$ cat config.mk
export PLATFORM = sky130hd
export DESIGN_NAME = sdrc_top
export DESIGN_NICKNAME = d
export VERILOG_FILES = /design/src/pkg/sdrc_pkg.sv /design/src/hdl/sdrc_refresh_timer.sv /design/src/hdl/sdrc_top.sv
export SDC_FILE = /design/constraint.sdc
export NUM_CORES = 1
export LEC_CHECK = 0
export BUFFER_PORTS_ARGS = -buffer_cell sky130_fd_sc_hd__buf_2
export CORE_UTILIZATION = 49
export CTS_CLUSTER_DIAMETER = 200
export DETAILED_ROUTE_END_ITERATION = 16
export PLACE_DENSITY = 0.78
export SYNTH_ARGS = -nofsm -noshare
export SYNTH_HDL_FRONTEND = slang
export SYNTH_SLANG_ARGS = --single-unit
export TNS_END_PERCENT = 30
$ cat constraint.sdc
create_clock -name CLOCK -period 3.5 [get_ports CLOCK]
set_clock_uncertainty 0.15 [all_clocks]
set_input_delay 0.175 -clock CLOCK [delete_from_list [all_inputs] [get_ports CLOCK]]
set_output_delay 0.175 -clock CLOCK [all_outputs]
set_load 0.02 [all_outputs]
$ cat src/pkg/sdrc_pkg.sv
package sdrc_pkg;
  localparam int CLK_PERIOD_NS = 25;
  localparam int MRD_TIME_NS = 50;
  localparam int MRD_CYC = (MRD_TIME_NS + CLK_PERIOD_NS - 1) / CLK_PERIOD_NS;
  localparam logic [4:0] MRD_WAIT = 5'(MRD_CYC - 1);
  localparam logic [3:0] INIT_AREF_NUM = 4'h8;
  // Register byte offsets.
  localparam logic [7:0] OFS_RATE = 8'h00;
  localparam logic [7:0] OFS_BANK = 8'h04;
  localparam logic [7:0] OFS_GLOBAL = 8'h08;
  localparam logic [7:0] OFS_STATE = 8'h0C;
  // Field positions.
  localparam int RATE_DIV_LSB = 0;
  localparam int BANK_EBE_BIT = 0;
  localparam int BANK_CWF_LSB = 4;
  localparam int GC_TRAS_LSB = 0;
  localparam int GC_TRP_LSB = 4;
  localparam int GC_CL_LSB = 8;
  localparam int GC_PSM_BIT = 12;
  localparam int GC_POWERUP_SEQUENCE_ENABLE_BIT = 13;
  localparam int GC_SELF_REFRESH_REQUEST_BIT = 14;
  localparam int ST_INIT_BIT = 4;
  localparam int ST_SREF_BIT = 5;
  localparam int ST_IDLE_BIT = 6;
  localparam int ST_REFD_BIT = 7;
  localparam int ST_MRSD_BIT = 8;
  localparam int ST_PAGE_LSB = 16;
  localparam int MR_CL_LSB = 4;
  localparam int ADDR_A10_BIT = 10;
  // Reset values.
  localparam logic [11:0] RST_REFRESH_DIVIDER = 12'h0FF;
  localparam logic [3:0] RST_TRAS = 4'h1;
  localparam logic [2:0] RST_TRP = 3'h1;
  localparam logic [1:0] RST_CL = 2'h2;
  localparam logic [12:0] PAGE_MIN_BYTES = 13'h0200;
  localparam int COL_BASE_BITS = 8;

  typedef enum logic [3:0] {
    CMD_MRS = 4'h0, CMD_REF = 4'h1, CMD_PRE = 4'h2, CMD_ACT = 4'h3,
    CMD_WR = 4'h4, CMD_RD = 4'h5, CMD_NOP = 4'h7
  } sdrc_cmd_e;

  typedef enum logic [3:0] {
    ST_IDLE = 4'h0, ST_ACT = 4'h1, ST_RW = 4'h3, ST_PRE = 4'h2,
    ST_INIT_PRE = 4'h6, ST_INIT_REF = 4'h7, ST_MRS = 4'h5, ST_REF = 4'h4,
    ST_SREF = 4'hC, ST_SREF_EXIT = 4'hD
  } sdrc_state_e;

  // SDRAM pins: chip select, RAS, CAS and WE packed as the command.
  typedef struct packed {
    logic cke;
    sdrc_cmd_e cmd;
    logic [1:0] ba;
    logic [12:0] addr;
  } sdrc_pins_s;

  typedef struct packed {
    logic [12:0] cnt;
    logic expire;
  } sdrc_tmr_s;

  typedef struct packed {
    sdrc_state_e st;
    logic [4:0] wait_cnt;
    logic [3:0] aref_left;
    logic init_done;
    logic mrs_due;
    logic ref_due;
    logic ebe;
    logic [1:0] cwf;
    logic [11:0] refresh_divider;
    logic [3:0] tras;
    logic [2:0] trp;
    logic [1:0] cl;
    logic powerup_order_select;
    logic powerup_sequence_enable;
    logic self_refresh_request;
    logic dph_wr;
    logic [7:0] dph_ofs;
    logic [31:0] rdata;
    sdrc_pins_s pins;
    logic done;
    logic err;
    logic [12:0] page;
  } sdrc_core_s;
endpackage : sdrc_pkg

$ cat src/hdl/sdrc_refresh_timer.sv
`timescale 1ns/1ps
module sdrc_refresh_timer
  import sdrc_pkg::*;
(
  input wire logic CLOCK, // System clock.
  input wire logic RST_N, // Asynchronous reset, active low.
  input wire logic RUN, // Count only while refresh is enabled.
  input wire logic [12:0] PERIOD, // Interval in clock cycles.
  output logic EXPIRE // One-cycle pulse at each interval end.
);
  sdrc_tmr_s s_ff, nxt_s;

  // Count down and reload; a halted timer restarts a full interval.
  always_comb begin
    nxt_s = s_ff;
    nxt_s.expire = 1'b0;
    if (!RUN) begin
      nxt_s.cnt = PERIOD - 13'h1;
    end else if (s_ff.cnt == 13'h0) begin
      nxt_s.expire = 1'b1;
      nxt_s.cnt = PERIOD - 13'h1;
    end else begin
      nxt_s.cnt = s_ff.cnt - 13'h1;
    end
  end

  // State register.
  always_ff @(posedge CLOCK or negedge RST_N) begin
    if (!RST_N) begin
      s_ff <= '0;
    end else begin
      s_ff <= nxt_s;
    end
  end

  assign EXPIRE = s_ff.expire;
endmodule : sdrc_refresh_timer

$ cat src/hdl/sdrc_top.sv
// Register access over AHB-Lite and the placing of the registers were chosen for this implementation.
`timescale 1ns/1ps
module sdrc_top
  import sdrc_pkg::*;
(
  input wire logic CLOCK, // System clock, 40 MHz.
  input wire logic RST_N, // Asynchronous reset, active low.
  input wire logic HSEL, // AHB slave select.
  input wire logic [31:0] HADDR, // AHB address.
  input wire logic [1:0] HTRANS, // AHB transfer type.
  input wire logic HWRITE, // AHB write flag.
  input wire logic [2:0] HSIZE, // AHB size, word only.
  input wire logic [31:0] HWDATA, // AHB write data.
  input wire logic HREADY, // AHB bus ready.
  output logic [31:0] HRDATA, // AHB read data.
  output logic HREADYOUT, // Slave ready, never stalls.
  output logic HRESP, // Always OKAY.
  input wire logic ACC_REQ, // SDRAM access request, held.
  input wire logic ACC_WRITE, // Access is a write.
  input wire logic [26:0] ACC_ADDR, // Halfword address of access.
  output logic ACC_DONE, // Transfer command issued.
  output logic ACC_ERR, // Access refused, bank disabled.
  output logic [12:0] PAGE_BYTES, // Current page size in bytes.
  output sdrc_pins_s SD_PINS // SDRAM command pins.
);
  sdrc_core_s s_ff, n;
  logic expire;
  logic [12:0] ref_period;
  logic acc_go;
  logic [3:0] column_address_bits;
  logic [26:0] acc_col;
  logic [26:0] acc_bank;
  logic [26:0] acc_row;
  logic [4:0] t_rc;
  logic [31:0] state_word;

  // Interval sums the divider with both programmed timing fields.
  assign ref_period = 13'(s_ff.refresh_divider) + 13'(s_ff.tras) + 13'(s_ff.trp);
  assign t_rc = 5'(s_ff.tras) + 5'(s_ff.trp);

  // Refresh only runs once the memory is initialised and not parked.
  sdrc_refresh_timer u_timer (
    .CLOCK(CLOCK),
    .RST_N(RST_N),
    .RUN(s_ff.init_done && s_ff.st != ST_SREF),
    .PERIOD(ref_period),
    .EXPIRE(expire)
  );

  // Split the access address by the programmed column width.
  always_comb begin
    column_address_bits = 4'(COL_BASE_BITS) + 4'(s_ff.cwf);
    acc_col = ACC_ADDR & ((27'h1 << column_address_bits) - 27'h1);
    acc_bank = ACC_ADDR >> column_address_bits;
    acc_row = ACC_ADDR >> (column_address_bits + 4'h2);
  end

  // A pulse still showing blocks a retake while the requester reacts.
  assign acc_go = ACC_REQ && !s_ff.done && !s_ff.err;

  // Status word; safe-to-change means idle with no access requested.
  always_comb begin
    state_word = '0;
    state_word[3:0] = s_ff.st;
    state_word[ST_INIT_BIT] = s_ff.init_done;
    state_word[ST_SREF_BIT] = (s_ff.st == ST_SREF);
    state_word[ST_IDLE_BIT] = (s_ff.st == ST_IDLE) && !ACC_REQ;
    state_word[ST_REFD_BIT] = s_ff.ref_due;
    state_word[ST_MRSD_BIT] = s_ff.mrs_due;
    state_word[ST_PAGE_LSB +: 13] = s_ff.page;
  end

  // Register file, command sequencer and refresh bookkeeping.
  always_comb begin
    n = s_ff;
    n.done = 1'b0;
    n.err = 1'b0;
    n.pins.cmd = CMD_NOP;
    n.pins.addr = '0;
    n.pins.ba = '0;
    if (s_ff.wait_cnt != 5'h0) begin
      n.wait_cnt = s_ff.wait_cnt - 5'h1;
    end
    unique case (s_ff.st)
      ST_IDLE: begin
        if (s_ff.ref_due && s_ff.init_done) begin
          // Banks are closed after every transfer, so refresh is direct.
          n.st = ST_REF;
          n.pins.cmd = CMD_REF;
          n.wait_cnt = t_rc;
          n.ref_due = 1'b0;
        end else if (acc_go && !s_ff.ebe) begin
          n.err = 1'b1;
        end else if (acc_go && !s_ff.init_done && s_ff.powerup_sequence_enable) begin
          n.st = ST_INIT_PRE;
          n.pins.cmd = CMD_PRE;
          n.pins.addr[ADDR_A10_BIT] = 1'b1;
          n.wait_cnt = 5'(s_ff.trp);
          n.aref_left = INIT_AREF_NUM;
        end else if (acc_go && s_ff.mrs_due) begin
          n.st = ST_MRS;
        end else if (acc_go) begin
          n.st = ST_ACT;
        end else if (s_ff.self_refresh_request && s_ff.init_done) begin
          // Entering self-refresh is a refresh command with CKE low.
          n.st = ST_SREF;
          n.pins.cmd = CMD_REF;
          n.pins.cke = 1'b0;
        end
      end
      ST_INIT_PRE: begin
        if (s_ff.wait_cnt == 5'h0) begin
          n.st = s_ff.powerup_order_select ? ST_MRS : ST_INIT_REF;
        end
      end
      ST_INIT_REF: begin
        if (s_ff.wait_cnt == 5'h0) begin
          if (s_ff.aref_left != 4'h0) begin
            n.pins.cmd = CMD_REF;
            n.wait_cnt = t_rc;
            n.aref_left = s_ff.aref_left - 4'h1;
          end else begin
            n.st = s_ff.mrs_due ? ST_MRS : ST_ACT;
          end
        end
      end
      ST_MRS: begin
        // Command went out on entry; only the mode-set recovery runs.
        if (s_ff.wait_cnt == 5'h0) begin
          n.st = (s_ff.aref_left != 4'h0 && !s_ff.init_done) ?
                 ST_INIT_REF : ST_ACT;
        end
      end
      ST_ACT: begin
        if (s_ff.wait_cnt == 5'h0) begin
          n.st = ST_RW;
          n.pins.cmd = ACC_WRITE ? CMD_WR : CMD_RD;
          n.pins.ba = acc_bank[1:0];
          n.pins.addr = acc_col[12:0];
          n.wait_cnt = 5'(s_ff.tras);
          n.done = 1'b1;
        end
      end
      ST_RW: begin
        if (s_ff.wait_cnt == 5'h0) begin
          n.st = ST_PRE;
          n.pins.cmd = CMD_PRE;
          n.pins.addr[ADDR_A10_BIT] = 1'b1;
          n.wait_cnt = 5'(s_ff.trp);
        end
      end
      ST_PRE, ST_REF: begin
        if (s_ff.wait_cnt == 5'h0) begin
          n.st = ST_IDLE;
        end
      end
      ST_SREF: begin
        n.pins.cke = 1'b0;
        if (acc_go || !s_ff.self_refresh_request) begin
          // Exit waits row-active plus precharge before any command.
          n.st = ST_SREF_EXIT;
          n.pins.cke = 1'b1;
          n.wait_cnt = t_rc;
          n.self_refresh_request = 1'b0;
        end
      end
      ST_SREF_EXIT: begin
        if (s_ff.wait_cnt == 5'h0) begin
          n.st = ST_IDLE;
        end
      end
      default: begin
        n.st = ST_IDLE;
      end
    endcase
    // Opening commands go out on entry only, so a NOP during the
    // recovery wait can never make them repeat.
    if (n.st == ST_MRS && s_ff.st != ST_MRS) begin
      n.pins.cmd = CMD_MRS;
      n.pins.addr = '0;
      n.pins.addr[MR_CL_LSB +: 2] = s_ff.cl;
      n.wait_cnt = MRD_WAIT;
      n.mrs_due = 1'b0;
    end
    if (n.st == ST_ACT && s_ff.st != ST_ACT) begin
      n.init_done = 1'b1;
      n.pins.cmd = CMD_ACT;
      n.pins.ba = acc_bank[1:0];
      n.pins.addr = acc_row[12:0];
      n.wait_cnt = 5'(s_ff.trp);
    end
    // Expiry sets after the clear above, so an event is never lost.
    if (expire) begin
      n.ref_due = 1'b1;
    end
    // AHB data phase write; a bank or global write forces a new MRS.
    if (s_ff.dph_wr) begin
      unique case (s_ff.dph_ofs)
        OFS_RATE: begin
          n.refresh_divider = HWDATA[RATE_DIV_LSB +: 12];
        end
        OFS_BANK: begin
          n.ebe = HWDATA[BANK_EBE_BIT];
          n.cwf = HWDATA[BANK_CWF_LSB +: 2];
          n.mrs_due = 1'b1;
        end
        OFS_GLOBAL: begin
          n.tras = HWDATA[GC_TRAS_LSB +: 4];
          n.trp = HWDATA[GC_TRP_LSB +: 3];
          n.cl = HWDATA[GC_CL_LSB +: 2];
          n.powerup_order_select = HWDATA[GC_PSM_BIT];
          n.powerup_sequence_enable = HWDATA[GC_POWERUP_SEQUENCE_ENABLE_BIT];
          n.self_refresh_request = HWDATA[GC_SELF_REFRESH_REQUEST_BIT];
          n.mrs_due = 1'b1;
        end
        default: begin
        end
      endcase
    end
    n.page = PAGE_MIN_BYTES << n.cwf;
    // Address phase; read data is sampled now and shown next cycle.
    n.dph_wr = HSEL && HREADY && HTRANS[1] && HWRITE;
    n.dph_ofs = HADDR[7:0];
    if (HSEL && HREADY && HTRANS[1] && !HWRITE) begin
      unique case (HADDR[7:0])
        OFS_RATE: n.rdata = {20'h0, s_ff.refresh_divider};
        OFS_BANK: n.rdata = {26'h0, s_ff.cwf, 3'h0, s_ff.ebe};
        OFS_GLOBAL: n.rdata = {17'h0, s_ff.self_refresh_request, s_ff.powerup_sequence_enable, s_ff.powerup_order_select,
                               2'h0, s_ff.cl, 1'h0, s_ff.trp, s_ff.tras};
        OFS_STATE: n.rdata = state_word;
        default: n.rdata = '0;
      endcase
    end
  end

  // State register; power-up leaves the memory owing a mode set.
  always_ff @(posedge CLOCK or negedge RST_N) begin
    if (!RST_N) begin
      s_ff <= '{st: ST_IDLE, refresh_divider: RST_REFRESH_DIVIDER, tras: RST_TRAS, trp: RST_TRP,
                cl: RST_CL, mrs_due: 1'b1, page: PAGE_MIN_BYTES,
                pins: '{cke: 1'b1, cmd: CMD_NOP, default: '0},
                default: '0};
    end else begin
      s_ff <= n;
    end
  end

  assign HRDATA = s_ff.rdata;
  assign HREADYOUT = 1'b1;
  assign HRESP = 1'b0;
  assign ACC_DONE = s_ff.done;
  assign ACC_ERR = s_ff.err;
  assign PAGE_BYTES = s_ff.page;
  assign SD_PINS = s_ff.pins;
endmodule : sdrc_top

==> flow_metrics.env <==
export IMPL_final_common_cell="buf_2"
export IMPL_setup_ws_ps=42.9
export IMPL_maxCapViolCount=0
export IMPL_root_buffer="clkbuf_16"
export IMPL_routed_via_density=5.50
export IMPL_fin_crit_sh_pct=98.8
export IMPL_p_leak_uw=0.00390
export IMPL_clockBufferDepth=2
export IMPL_r2r_cells=14
export IMPL_tritoncts="done"
export IMPL_rows=43
export IMPL_drc=0
export IMPL_dieArea_mm2=0.0147
export IMPL_ir_drop_uv=358
export IMPL_worstReg2RegEnd="u_timer.s_ff[12]$_DFF_PN0_"
export IMPL_r2r_slack_ps=40
export IMPL_gp_congestion=0.949
export IMPL_htree_num_levels=3
export IMPL_relSlewSlack_pct=28.2
export IMPL_multi_input_area_mm2=0.00348
export IMPL_nets=982
export IMPL_crit_fanout=5
export IMPL_mostFrequentLayoutCells="buf_2, dfrtp_1, nand2_1, nor2_1, o21ai_0"
export IMPL_grt_pass1_wl_um=27500
export IMPL_n_antenna_cell=0
export IMPL_firstDrtPassIters=5
export IMPL_synth_warnings=0
export IMPL_hp_start="ACC_ADDR[23]"
export IMPL_fin_hold_ws_ps=44.7
export IMPL_antenna_found_initial=0
export IMPL_port_buffers=100
export IMPL_pin_count=172
export IMPL_n_fill_cell=1232
export IMPL_layout_drive_gt1_share_pct=24.8
export IMPL_cts_buffers=9
export IMPL_critPathLaunchType="register"
export IMPL_crit_type="register to register"
export IMPL_status="complete, no violations"
export IMPL_seq_area_frac_synth_pct=39.8
export IMPL_syn_avg_cell_area_um2=9.32
export IMPL_die_w_um=121
export IMPL_clock_latency_ps=360
export IMPL_r2r_start="s_ff[84]$_DFFE_PN1P_"
export IMPL_grt_usage_pct=24.4
export IMPL_initial_core_util_pct=50.2
export IMPL_synth_seq_cells=110
export IMPL_drv_slew=0
export IMPL_power_density_mw_per_mm2=606
export IMPL_cts_sinks=110
export IMPL_synth_edf_count=0
export IMPL_hp_class="primary input to register"
export IMPL_ant_nets=0
export IMPL_wl_per_cell_um=16.6
export IMPL_synth_cells=748
export IMPL_setup_violations=0
export IMPL_critical_path_arrival_ps=3580
export IMPL_overflow=0
export IMPL_fmax_mhz=289
export IMPL_die_h_um=121
export IMPL_netlist_area_mm2=0.00697
export IMPL_endpoint_kind="register"
export IMPL_hold_end="SD_PINS[11]$_DFF_PN0_"
export IMPL_hold_viol=0
export IMPL_fp_coreArea_mm2=0.0139
export IMPL_hold_depth=3
export IMPL_path_clk_slew_ps=80
export IMPL_final_util_pct=57.7
export IMPL_seq_area_mm2=0.00277
export IMPL_dp_hpwl_um=12300
export IMPL_yosysUniqueCellTypes=77
export IMPL_drtIter0Drc=351
export IMPL_dpl_worst_slack_ps=-7.09
export IMPL_grt_pass1_vias=5471
export IMPL_tightest_slew_ps=1080
export IMPL_drt_wl_total_um=17000
export IMPL_synthFlopType="dfrtp_1"
export IMPL_finalSetupTns_ps=0
export IMPL_async_flop_share_pct=100
export IMPL_worstPathRequired_ps=3620
export IMPL_vias=5653
export IMPL_syn2layout_area_growth_pct=15.0
export IMPL_fin_crit_ps=3460
export IMPL_grt_max_degree=58
## area by class of cell
type	count	area share [%]
clock inverters	7	0.906
multi-input cells	510	43.4
flip-flops and latches	110	34.6
inverters	51	2.39
repair buffers	160	13.1
well taps	180	2.81
clock buffers	9	2.81
## report_power, final
group / internal, uW / switching [uW]
combinational: 903 / 1160
sequential: 1520 / 228
clock: 509 / 535
## logic make-up after synthesis
group | Yosys count | share of synthesized area [%]
compound gates | 166 | 15.5
xor+xnor | 20 | 2.51
fa+ha+maj | 37 | 7.07
buf+inv | 151 | 12.2
flops | 110 | 39.8
mux | 41 | 6.80
other cells | 2 | 0.108
simple gates | 221 | 16.1
## cells in the mapped netlist (5+ instances only)
cell type   n  area, um^2
a211oi_1    5        37.5
a21boi_0    5        37.5
a21oi_1    29         145
a22o_1     13         114
a22oi_1     5        37.5
a31oi_1     5        31.3
buf_4      67         503
clkbuf_1   22        82.6
dfrtp_1    93        2330
dfstp_2    17         447
ha_1       33         413
inv_1      51         191
mux2_2     21         236
mux2i_1    17         170
nand2_1    73         274
nand2b_1    5        31.3
nand3_1    10        50.1
nor2_1     58         218
nor2b_1    12        75.1
nor3_1     17        85.1
nor4_1      5        31.3
o21ai_0    54         270
o21ai_1     8        40.0
o22ai_1     5        31.3
or4_1       5        37.5
xnor2_1     7        61.3
xor2_1     13         114
## critical path, stage by stage (launching register included)
cell,delay [ps]
dfstp_2,590
inv_1,60
ha_1,190
fa_1,490
inv_1,50
ha_2,190
inv_2,70
fa_2,210
nor2b_1,50
o21ai_1,220
a21boi_1,130
o311a_1,390
o211a_1,230
o21a_1,160
o31ai_1,180
## per-stage QoR
step | power (uW) | std cells | area, um^2
finish | 4850 | 1027 | 8010
global route | 5160 | 1027 | 8010
CTS | 4850 | 1025 | 7970
detailed placement | 3770 | 972 | 7300
global placement | 3730 | 972 | 7300
floorplan | 3340 | 771 | 7060
## worst max path at each step
stage               slack (ps)                    endpoint            startpoint  depth (start not counted)
finish                      40  u_timer.s_ff[12]$_DFF_PN0_  s_ff[84]$_DFFE_PN1P_                         14
global route               -30  u_timer.s_ff[12]$_DFF_PN0_  s_ff[84]$_DFFE_PN1P_                         14
CTS                         50  u_timer.s_ff[12]$_DFF_PN0_  s_ff[84]$_DFFE_PN1P_                         14
detailed placement          -7  u_timer.s_ff[12]$_DFF_PN0_  s_ff[84]$_DFFE_PN1P_                         14
global placement           120  u_timer.s_ff[12]$_DFF_PN0_  s_ff[84]$_DFFE_PN1P_                         14
floorplan                  200  u_timer.s_ff[12]$_DFF_PN0_  s_ff[82]$_DFFE_PN0P_                         14
## layer usage
layer  up-vias  part of all wire [%]  global-route usage [%]  routed length [um]
met2       190                    49                    40.6                8330
met1      2720                    43                    32.2                7290
li1       2703                     -                       -                   -
met5         -                     0                       0                   0
met3        40                   5.2                    3.01                 883
met4         0                   2.9                    9.88                 499
## registers in the layout, indices dropped and copies added, names as in the netlist
signal and flops:
PAGE_BYTES 4, ACC_ERR 1, u_timer.EXPIRE 1, u_timer.s_ff 13, HRDATA 19, s_ff 52, ACC_DONE 1, SD_PINS 19
## repair_timing
item	CTS	global route
gates resized for setup	1	8
buffers inserted	0	2
endpoints found under the setup margin	1	3
hold endpoints to repair	86	0
hold buffers	37	0
pin swaps	0	6
Note: power is estimated with default switching activity, not from simulation.
